**config.mk**
```make
export PLATFORM = sky130hd
export DESIGN_NAME = system_control_instruction_unit
export DESIGN_NICKNAME = d
export VERILOG_FILES = /design/src/sys_ctrl_pkg.sv /design/src/system_control_instruction_unit.sv
export SDC_FILE = /design/constraint.sdc
export NUM_CORES = 1
export LEC_CHECK = 0
export BUFFER_PORTS_ARGS = -buffer_cell sky130_fd_sc_hd__buf_2
export CAP_MARGIN = 0
export CORE_ASPECT_RATIO = 0.5
export CORE_MARGIN = 2
export CORE_UTILIZATION = 55
export CTS_CLUSTER_DIAMETER = 40
export DETAILED_ROUTE_END_ITERATION = 6
export GPL_ROUTABILITY_DRIVEN = 1
export PLACE_DENSITY = 0.77
export SLEW_MARGIN = 20
export SYNTH_ARGS = -nofsm -noshare
export SYNTH_HDL_FRONTEND = slang
export SYNTH_SLANG_ARGS = --single-unit
export TNS_END_PERCENT = 1
```
**constraint.sdc**
```tcl
create_clock -name i_core_clk -period 3.3 [get_ports i_core_clk]
set_input_delay 0.165 -clock i_core_clk [delete_from_list [all_inputs] [get_ports i_core_clk]]
set_output_delay 0.165 -clock i_core_clk [all_outputs]
set_load 0.01 [all_outputs]
```
**src/sys_ctrl_pkg.sv**
```systemverilog
// Package for the system-control instruction unit: widths, reset values,
// operation codes, state encodings and the carrier structs.
// Assumes the decoder upstream already maps instruction words onto op_t.
package sys_ctrl_pkg;

  // Width of the program counter; covers the full program space.
  localparam int unsigned PC_W        = 12;
  // Width of the data path, accumulator and stack pointer.
  localparam int unsigned DATA_W      = 8;
  // Number of return-address entries held in the stack store.
  localparam int unsigned STACK_WORDS = 16;
  // Index width into the stack store.
  localparam int unsigned STACK_IDX_W = $clog2(STACK_WORDS);
  // Low bit of the stack pointer that selects an entry (entries are 2 bytes).
  localparam int unsigned SP_IDX_LSB  = 1;

  // Step applied to the stack pointer by a call or a return.
  localparam logic [DATA_W-1:0] SP_STEP    = 8'h02;
  // Step applied to the program counter by an ordinary instruction.
  localparam logic [PC_W-1:0]   PC_STEP    = 12'h001;
  // Values after reset.
  localparam logic [PC_W-1:0]   PC_RST     = 12'h000;
  localparam logic [DATA_W-1:0] SP_RST     = 8'h00;
  localparam logic [DATA_W-1:0] ACC_RST    = 8'h00;
  localparam logic [3:0]        FLAGS_RST  = 4'h0;
  localparam logic              GIE_RST    = 1'b0;
  // Accumulator value left behind by every delay form.
  localparam logic [DATA_W-1:0] ACC_ZERO   = 8'h00;
  // Extra instruction cycles spent by a two-cycle instruction.
  localparam logic [1:0]        EXTRA_2T   = 2'h1;

  // Operations of the system-control group.
  typedef enum logic [3:0] {
    OP_NOP,
    OP_CALL,
    OP_JUMP,
    OP_DELAY_IMM,
    OP_DELAY_ACC,
    OP_DELAY_MEM,
    OP_RET_IMM,
    OP_RET,
    OP_RET_INT,
    OP_PC_ADD,
    OP_INT_ENABLE,
    OP_INT_DISABLE
  } op_t;

  // Execution states.
  typedef enum logic [1:0] {
    ST_IDLE,
    ST_SECOND,
    ST_DELAY
  } state_t;

  // One instruction as handed over by the decoder.
  typedef struct packed {
    op_t               op;      // Operation.
    logic [PC_W-1:0]   target;  // Jump or call target address.
    logic [DATA_W-1:0] imm;     // Immediate byte.
    logic [DATA_W-1:0] mem;     // Byte already read from the addressed data memory.
  } instr_t;

  // Flag bits kept by the core; this group never alters them.
  typedef struct packed {
    logic z;   // Zero.
    logic c;   // Carry.
    logic ac;  // Auxiliary carry.
    logic ov;  // Overflow.
  } flags_t;

endpackage

```
**src/system_control_instruction_unit.sv**
```systemverilog
// System-control instruction unit of one processor unit of the core.
// Executes call, return, jump, computed branch, delay, no-operation and
// global interrupt enable/disable, and owns PC, SP, ACC, flags and the
// return-address store. Assumes a decoder presents one instruction at a time
// on the issue port, and that i_instr_en is a one-cycle enable marking each
// instruction cycle of this processor unit, made on the same clock.
//
// Overview of operation
// - Call pushes next address, jumps, SP plus two.
// - Jump loads any program address into PC.
// - Immediate delay lasts immediate plus one cycles.
// - Accumulator delay lasts accumulator plus one cycles.
// - Memory delay lasts memory byte plus one cycles.
// - Every delay run outside single-unit mode leaves the accumulator at zero unless an outside write lands in its last cycle.
// - Delay counts this unit's instruction cycles.
// - Accumulator counts delay; writes change its length.
// - Delays unavailable in single-unit mode.
// - Return-with-value loads accumulator, then returns.
// - Return drops SP by two, reloads PC.
// - Interrupt return also sets global enable.
// - Computed branch adds accumulator to PC.
// - Interrupt enable lets requests reach unit zero.
// - Interrupt disable blocks requests to unit zero.
// - No instruction here touches Z, C, AC, OV.
// - Jump and call take two cycles, delays N+1, others one.
`timescale 1ns/1ps

module system_control_instruction_unit
  import sys_ctrl_pkg::*;
(
  input  wire logic              i_core_clk,     // Core clock, 125 MHz.
  input  wire logic              i_rst_n,        // Synchronous reset, active low.
  input  wire logic              i_instr_en,     // Instruction-cycle enable of this unit.
  input  wire logic              i_single_unit,  // High when only one processor unit runs.
  input  wire logic              i_issue,        // Decoder offers an instruction.
  input  wire instr_t            i_instr,        // The offered instruction.
  input  wire logic              i_acc_wr,       // Other logic writes the accumulator.
  input  wire logic [DATA_W-1:0] i_acc_wdata,    // Value for that write.
  input  wire logic              i_flags_wr,     // Other instructions write the flags.
  input  wire flags_t            i_flags_wdata,  // Value for that write.
  output logic                   o_ready,        // Unit can take an instruction this cycle.
  output logic                   o_retire,       // One-cycle pulse when an instruction ends.
  output logic                   o_unsupported,  // One-cycle pulse: delay refused.
  output logic [PC_W-1:0]        o_pc,           // Program counter.
  output logic [DATA_W-1:0]      o_sp,           // Stack pointer.
  output logic [DATA_W-1:0]      o_acc,          // Accumulator.
  output flags_t                 o_flags,        // Z, C, AC, OV.
  output logic                   o_gie           // Global interrupt enable toward processor_unit_zero.
);

  // Whole state of the unit, registered as one word.
  typedef struct packed {
    state_t                            st;        // Execution state.
    logic                              ready;     // Issue port open.
    logic                              retire;    // Completion pulse.
    logic                              unsup;     // Refusal pulse.
    logic [PC_W-1:0]                   pc;        // Program counter.
    logic [DATA_W-1:0]                 sp;        // Stack pointer.
    logic [DATA_W-1:0]                 acc;       // Accumulator, also the delay counter.
    flags_t                            flags;     // Arithmetic flags.
    logic                              gie;       // Global interrupt enable.
    logic [1:0]                        extra;     // Extra cycles left for a two-cycle op.
    logic [STACK_WORDS-1:0][PC_W-1:0]  stack;     // Return-address store.
  } unit_t;

  unit_t r;        // Registered state.
  unit_t next_r;   // Next state.

  // Issue is taken only on an instruction cycle while the port is open.
  logic                   take;      // Instruction accepted this cycle.
  logic [STACK_IDX_W-1:0] push_idx;  // Entry written by a call.
  logic [DATA_W-1:0]      pop_sp;    // Stack pointer after a return.
  logic [STACK_IDX_W-1:0] pop_idx;   // Entry read by a return.
  logic [PC_W-1:0]        pc_next;   // Address of the following instruction.
  logic [DATA_W-1:0]      dly_cnt;   // Count N named by a delay at issue.

  // Address arithmetic shared by the instruction cases.
  always_comb
  begin
    take     = i_issue && i_instr_en && r.ready;
    push_idx = r.sp[SP_IDX_LSB +: STACK_IDX_W];
    pop_sp   = r.sp - SP_STEP;
    pop_idx  = pop_sp[SP_IDX_LSB +: STACK_IDX_W];
    pc_next  = r.pc + PC_STEP;
    // The count source depends on the delay form; the accumulator form keeps its value.
    case (i_instr.op)
      OP_DELAY_IMM: dly_cnt = i_instr.imm;
      OP_DELAY_MEM: dly_cnt = i_instr.mem;
      default:      dly_cnt = r.acc;
    endcase
  end

  // Next-state logic: decode at issue, then count out two-cycle ops and delays.
  always_comb
  begin
    next_r        = r;
    // Pulses last one core clock.
    next_r.retire = 1'b0;
    next_r.unsup  = 1'b0;

    // Flags follow only the other instruction groups; nothing below writes them.
    if (i_flags_wr)
    begin
      next_r.flags = i_flags_wdata;
    end

    case (r.st)
      ST_IDLE:
      begin
        if (take)
        begin
          case (i_instr.op)
            OP_NOP:
            begin
              // Only the program counter moves.
              next_r.pc     = pc_next;
              next_r.retire = 1'b1;
            end
            OP_CALL:
            begin
              // Push the return address, branch, grow the stack by two.
              next_r.stack[push_idx] = pc_next;
              next_r.pc              = i_instr.target;
              next_r.sp              = r.sp + SP_STEP;
              next_r.extra           = EXTRA_2T;
              next_r.ready           = 1'b0;
              next_r.st              = ST_SECOND;
            end
            OP_JUMP:
            begin
              // Full-width target, no relative limit.
              next_r.pc    = i_instr.target;
              next_r.extra = EXTRA_2T;
              next_r.ready = 1'b0;
              next_r.st    = ST_SECOND;
            end
            OP_DELAY_IMM,
            OP_DELAY_ACC,
            OP_DELAY_MEM:
            begin
              if (i_single_unit)
              begin
                // Refused: behaves as a no-operation and reports it.
                next_r.pc     = pc_next;
                next_r.unsup  = 1'b1;
                next_r.retire = 1'b1;
              end
              else
              begin
                // The issue cycle is the first of the N+1 cycles, so a count of
                // zero ends here and any other count leaves N cycles to wait.
                next_r.pc = pc_next;
                if (dly_cnt == ACC_ZERO)
                begin
                  // Nothing left to count: finish like a one-cycle op.
                  next_r.acc    = ACC_ZERO;
                  next_r.retire = 1'b1;
                end
                else
                begin
                  // The accumulator holds the remaining cycles from here on.
                  next_r.acc   = dly_cnt;
                  next_r.ready = 1'b0;
                  next_r.st    = ST_DELAY;
                end
              end
            end
            OP_RET_IMM:
            begin
              // Immediate into the accumulator, then a plain return.
              next_r.acc    = i_instr.imm;
              next_r.sp     = pop_sp;
              next_r.pc     = r.stack[pop_idx];
              next_r.retire = 1'b1;
            end
            OP_RET:
            begin
              // Shrink the stack first, then reload from the new top.
              next_r.sp     = pop_sp;
              next_r.pc     = r.stack[pop_idx];
              next_r.retire = 1'b1;
            end
            OP_RET_INT:
            begin
              // Return from service and reopen interrupts in the same step.
              next_r.sp     = pop_sp;
              next_r.pc     = r.stack[pop_idx];
              next_r.gie    = 1'b1;
              next_r.retire = 1'b1;
            end
            OP_PC_ADD:
            begin
              // Unsigned offset from the accumulator, taken at issue.
              next_r.pc     = r.pc + PC_W'(r.acc);
              next_r.retire = 1'b1;
            end
            OP_INT_ENABLE:
            begin
              next_r.gie    = 1'b1;
              next_r.pc     = pc_next;
              next_r.retire = 1'b1;
            end
            OP_INT_DISABLE:
            begin
              next_r.gie    = 1'b0;
              next_r.pc     = pc_next;
              next_r.retire = 1'b1;
            end
            default:
            begin
              // Unknown code: treated as a no-operation.
              next_r.pc     = pc_next;
              next_r.retire = 1'b1;
            end
          endcase
        end
      end

      ST_SECOND:
      begin
        // The second instruction cycle of jump or call.
        if (i_instr_en)
        begin
          next_r.extra = r.extra - EXTRA_2T;
          if (r.extra == EXTRA_2T)
          begin
            next_r.st     = ST_IDLE;
            next_r.ready  = 1'b1;
            next_r.retire = 1'b1;
          end
        end
      end

      ST_DELAY:
      begin
        // One step per instruction cycle of this unit, never per core clock.
        if (i_instr_en)
        begin
          if (r.acc <= 8'h01)
          begin
            // Last waiting cycle; a zero written from outside also ends the wait.
            next_r.acc    = ACC_ZERO;
            next_r.st     = ST_IDLE;
            next_r.ready  = 1'b1;
            next_r.retire = 1'b1;
          end
          else
          begin
            next_r.acc = r.acc - 8'h01;
          end
        end
      end

      default:
      begin
        next_r.st    = ST_IDLE;
        next_r.ready = 1'b1;
      end
    endcase

    // A write from outside (an interrupt handler, say) lands in the
    // accumulator last, so during a delay it becomes the new remaining count.
    if (i_acc_wr)
    begin
      next_r.acc = i_acc_wdata;
    end
  end

  // State register with synchronous reset.
  always_ff @(posedge i_core_clk)
  begin
    if (!i_rst_n)
    begin
      r        <= '0;
      r.st     <= ST_IDLE;
      r.ready  <= 1'b1;
      r.pc     <= PC_RST;
      r.sp     <= SP_RST;
      r.acc    <= ACC_RST;
      r.flags  <= FLAGS_RST;
      r.gie    <= GIE_RST;
    end
    else
    begin
      r <= next_r;
    end
  end

  // Outputs come straight from the state register.
  assign o_ready       = r.ready;
  assign o_retire      = r.retire;
  assign o_unsupported = r.unsup;
  assign o_pc          = r.pc;
  assign o_sp          = r.sp;
  assign o_acc         = r.acc;
  assign o_flags       = r.flags;
  assign o_gie         = r.gie;

endmodule // system_control_instruction_unit

```
Yosys cells after proc, flatten, opt, wreduce, memory -nomap -nowiden
Index checks and enable logic that the tools add are counted.
{"block": "word_totals", "reg_bits": 232, "in_bits": 51, "output_inout_bits": 36, "elab_cells": 123}
{"block": "classes", "n_addsub": 6, "magnitude_cmp": 4, "n_eq_ne": 27, "mux": 36, "reduce_logical": 21}
{"operator": "2-to-1 mux 194 bit", "n": 1}
{"operator": "bitwise mux 192 bit", "n": 1}
{"operator": "2-to-1 mux 192 bit", "n": 1}
{"operator": "case mux 8 bit (2 select lines)", "n": 4}
{"operator": "binary-select mux 12 bit (select 4 bit)", "n": 1}
{"operator": "demux 12 bit (select 4 bit)", "n": 1}
{"operator": "2-to-1 mux 8 bit", "n": 5}
{"operator": "case mux 12 bit (3 select lines)", "n": 1}
{"operator": "2-to-1 mux 33 bit", "n": 1}
{"operator": "2-to-1 mux 12 bit", "n": 2}
{"operator": "== test 4 x 3 -> 1 bit (second input constant)", "n": 4}
{"operator": "== test 4 bit (second input constant)", "n": 4}
{"operator": "2-to-1 mux 4 bit", "n": 4}
{"operator": "adder 12 x 1 -> 12 bit (second input constant)", "n": 1}
{"operator": "adder 12 x 8 -> 12 bit", "n": 1}
{"operator": "inequality test 2 bit (second input constant)", "n": 6}
{"operator": "inequality test 3 bit (second input constant)", "n": 4}
{"operator": "less-than comparator 4 x 5 -> 1 bit (second input constant)", "n": 2}
{"operator": "case mux 3 bit (3 select lines)", "n": 1}
{"operator": "AND reduction 3 bit", "n": 3}
{"operator": "adder 8 x 2 -> 8 bit (second input constant)", "n": 1}
{"operator": "== test 4 x 2 -> 1 bit (second input constant)", "n": 2}
{"operator": "<= comparator 8 x 1 -> 1 bit (second input constant)", "n": 1}
{"operator": "logical NOT 8 bit", "n": 1}
{"operator": "other kinds (27)", "n": 41}

Depth between registers and ports, before layout
{"block": "depth", "depth_word": 9, "ltp_mapped": 12, "mapped_depth_nobuf": 8}

Worst setup path before layout
No wires, ideal clock.
{"block": "synth_path", "kind": "register -> register", "from": "register r (netlist bit o_sp[1])", "to": "register r (netlist bit o_pc[2])", "t_arrival_ps": 3289, "setup_slack_ps": -104, "path_stages_with_launch": 12, "n_path_buf": 5, "synth_period_minus_slack_ps": 3404, "path_cell_list": "dfxtp_1 -> buf_2 -> buf_2 -> buf_2 -> inv_1 -> ha_1 -> buf_1 -> clkbuf_1 -> mux4_2 -> mux4_2 -> a21oi_1 -> nor2_1"}
{"block": "synth_between", "elab_chain_cells": 4}
{"element": "start, declared", "line": "system_control_instruction_unit.sv:66", "source": "unit_t r;"}
{"element": "start signal, assigned", "line": "system_control_instruction_unit.sv:285", "source": "r <= next_r;"}
{"element": "subtractor 8 x 2 -> 8 bit", "line": "system_control_instruction_unit.sv:82", "source": "pop_sp = r.sp - SP_STEP;"}
{"element": "binary-select mux 12 bit (select 4 bit)", "line": "system_control_instruction_unit.sv:173, system_control_instruction_unit.sv:180, system_control_instruction_unit.sv:187"}
{"element": "2-to-1 mux 12 bit (implied by the code)", "line": "system_control_instruction_unit.sv:173, system_control_instruction_unit.sv:180, system_control_instruction_unit.sv:187"}
{"element": "case mux 12 bit (3 select lines)", "line": "system_control_instruction_unit.sv:112", "source": "case (i_instr.op)"}
No other way between the ends. The select of a mux whose other input is x is not followed.
A chain may end at the register's enable or synchronous reset.

Final worst setup path
{"block": "layout_path", "from": "register r (netlist bit o_sp[2])", "to": "register r (netlist bit o_pc[0])"}
Same word-level chain as after synthesis.

==> impl_metrics.env <==
export IMPL_start_util_pct=56.6
export IMPL_pwr_share_clk_pct=43.6
export IMPL_grt_setup_unrepaired="false"
export IMPL_synth_area_per_cell_um2=9.06
export IMPL_final_nets=1397
export IMPL_power_frac_seq_pct=46.6
export IMPL_antenna_found_initial=1
export IMPL_critPathLaunchType="flip-flop"
export IMPL_worstMarginPinSlew_ns=0.908
export IMPL_synth_adder_area_share_pct=1.98
export IMPL_fin_skew_ns=0.0139
export IMPL_grt_pass1_vias=9917
export IMPL_fin_crit_sh_pct=84.4
export IMPL_detail_route_wl_per_cell_um=20.9
export IMPL_drt_total_wl_mm=33.9
export IMPL_crit_top_cell="mux4_2"
export IMPL_p_total_w=0.00612
export IMPL_crit_required_ns=3.69
export IMPL_area_growth_pct=12.1
export IMPL_drt_iter0_drc=1238
export IMPL_drt_first_pass_iters=5
export IMPL_port_buffers=85
export IMPL_cts_sinks=231
export IMPL_cts_max_level=1
export IMPL_cts_tree="yes"
export IMPL_slowest_stage="mux4_2"
export IMPL_fp_coreArea_um2=20700
export IMPL_whs_ns=0.0301
export IMPL_drive_above_1_share_pct=18.9
export IMPL_hold_viol_final=0
export IMPL_synth_top_family_by_area="compound AO/OA/AOI/OAI gates"
export IMPL_yosysWarnings=0
export IMPL_maxSlewViolCount=0
export IMPL_yosysSeqAreaShare_pct=39.4
export IMPL_p_leak_nw=4.47
export IMPL_status="finished, final reports clean"
export IMPL_pwr_share_comb_pct=9.8
export IMPL_drv_max_cap_violation_count=0
export IMPL_dp_hpwl_mm=22.3
export IMPL_post_route_min_period_ns=2.78
export IMPL_cts_resized=0
export IMPL_routed_via_count=10300
export IMPL_postCtsSetupRepairBufs=0
export IMPL_clk_path_buf_depth=3
export IMPL_grt_first_pass_wirelength_mm=53.5
export IMPL_setup_violations=0
export IMPL_drc=0
export IMPL_end_kind="flip-flop"
export IMPL_numCtsBuffers=24
export IMPL_fp_row_count=37
export IMPL_syn_nets=1365
export IMPL_ios=87
export IMPL_synth_xor_area_share_pct=1.87
export IMPL_die_area_um2=22600
export IMPL_grt_start_max_net_pins=98
export IMPL_synth_cell_types=73
export IMPL_synth_edf_count=0
export IMPL_path_cells="inv_1, ha_2, buf_4, mux4_2, mux4_2, a222oi_1, o21a_1, nor2_1"
export IMPL_sw_frac_of_total_pct=26.5
export IMPL_synthesis_area_um2=11700
export IMPL_syn_inst=1296
export IMPL_insertion_delay_ns=0.53
export IMPL_clkTransAtPathRegs_ns=0.06
export IMPL_root_buffer="clkbuf_16"
export IMPL_worstPathArrival_ns=3.17
export IMPL_grt_total_usage_pct=30.2
export IMPL_cp_slowest_stage_delay_ns=0.52
export IMPL_dp_slack_ns=0.533
export IMPL_synthFlopType="dfxtp_1"
export IMPL_die_h_um=107
export IMPL_synth_simple_area_share_pct=15.0
export IMPL_synth_compound_area_share_pct=22.1
export IMPL_die_x_um=211
export IMPL_async_reset_ff_share_pct=0
export IMPL_antenna_left=0
export IMPL_path_class="reg -> reg"
export IMPL_ir_drop_mv=0.407
export IMPL_setup_slack_ns=0.515
export IMPL_via_per_inst=6.35
export IMPL_p_per_area_nw_per_um2=465
export IMPL_gp_congestion=0.923
export IMPL_crit_path_max_fanout=18
export IMPL_slew_headroom_pct=39.2
export IMPL_overflow=0
export IMPL_p_int_w=0.00450
export IMPL_power_switching_w=0.00162
export IMPL_fmax_mhz=359
export IMPL_hold_class="in -> reg"
export IMPL_synth_area_mux_share_pct=12.7
export IMPL_synth_seq_cells=231
==> path summary, 6_finish.rpt <==
path	depth (start not counted)	start	slack (ns)	endpoint
max	8	o_sp[2]	0.52	o_pc[0]
max reg2reg	8	o_sp[2]	0.52	o_pc[0]
min reg2reg	2	flip-flop	0.48	flip-flop
min	5	i_instr[22]	0.03	o_pc[6]
==> layout by cell type, fill, tap and decap left out, types with 5 or more instances in the layout <==
cell           instances
or3_1                 11
nand4_1                5
nand2_1               53
nor2b_1                9
ha_1                  16
dfxtp_1              230
o21ai_0               66
nor3_1                16
a211oi_1             165
a21o_1                 5
xnor2_1               15
clkinv_2               5
mux4_2                52
inv_1                 18
nand3_1               14
clkbuf_16             24
o22ai_1                8
o211ai_1               5
nor2_1               232
mux2i_1               31
or2_2                  6
a2111oi_0              5
buf_4                 47
a31oi_1                7
a21oi_1               68
xor2_1                 9
o221ai_1               9
buf_2                 85
o21a_1                 5
dlygate4sd3_1         19
nand2b_1              11
==> power by group through the flow <==
stage / combinational, W / sequential, W / clock, W
global placement: 0.000560 / 0.00291 / 0
detailed placement: 0.000567 / 0.00291 / 0
finish: 0.000601 / 0.00285 / 0.00266
floorplan: 0.000403 / 0.00290 / 0
global route: 0.000649 / 0.00285 / 0.00280
CTS: 0.000591 / 0.00285 / 0.00269
==> layer usage <==
metal | vias up | routed length [µm] | global-route usage, %
li1 | 4792 | - | -
met1 | 4989 | 14400 | 40.1
met2 | 453 | 15900 | 49.8
met3 | 59 | 2800 | 6.07
met4 | 0 | 855 | 9.76
met5 | - | 0 | 0
==> metrics by stage <==
step	TNS, ns	utilization [%]	std cells	instance area (µm²)
2_1_floorplan	-0.197	-	1296	11700
3_3_place_gp	0	58.7	1556	12200
3_5_place_dp	0	58.7	1556	12200
4_1_cts	0	63.5	1619	13200
5_1_grt	0	63.5	1619	13200
6_report	0	63.5	1620	13200
==> cells by family after synthesis <==
logic type / count (synthesis)
xor+xnor: 25
flops: 231
compound gates: 383
simple gates: 388
fa+ha+maj: 18
other cells: 1
buf+inv: 166
mux: 84
==> critical path: cells and delay by family (launching register included) <==
family	cells	cell delay [ns]
buffers and inverters	2	0.44
DFF	1	0.47
adders and majority gates	1	0.38
and+or+nand+nor	1	0.04
AOI/OAI and AO/OA	2	0.44
muxes	2	0.86
==> synth_stat cells, drive strengths merged, types with 6 or more instances <==
master	number	area share (%)
nand3	14	0.60
inv	19	0.61
nor2b	9	0.48
dfxtp	231	39
clkbuf	63	2.0
ha	17	1.8
xor2	10	0.75
o221ai	9	0.67
a211oi	165	11
a21oi	68	2.9
nand2b	11	0.59
or2	6	0.32
o22ai	8	0.43
or3	11	0.59
nor2	234	7.5
mux2i	31	2.6
o21ai	66	2.8
nand2	57	1.9
a31oi	7	0.37
xnor2	15	1.1
mux4	52	10
nor3	20	1.2
buf	84	4.2
==> final cells by class <==
class	count	area, µm²
fillers	1682	7580
multi-input cells	899	6320
flip-flops and latches	231	4630
repair buffers	153	1010
clock buffers	31	667
well taps	273	342
clock inverters	13	120
inverters	19	76.3
diodes	1	2.50
==> timing repair <==
action	4_1_cts	5_1_grt
setup endpoints to repair	0	0
endpoints found under the hold margin	16	0
hold buffers	19	0
Note: power is estimated with default switching activity, not from simulation.
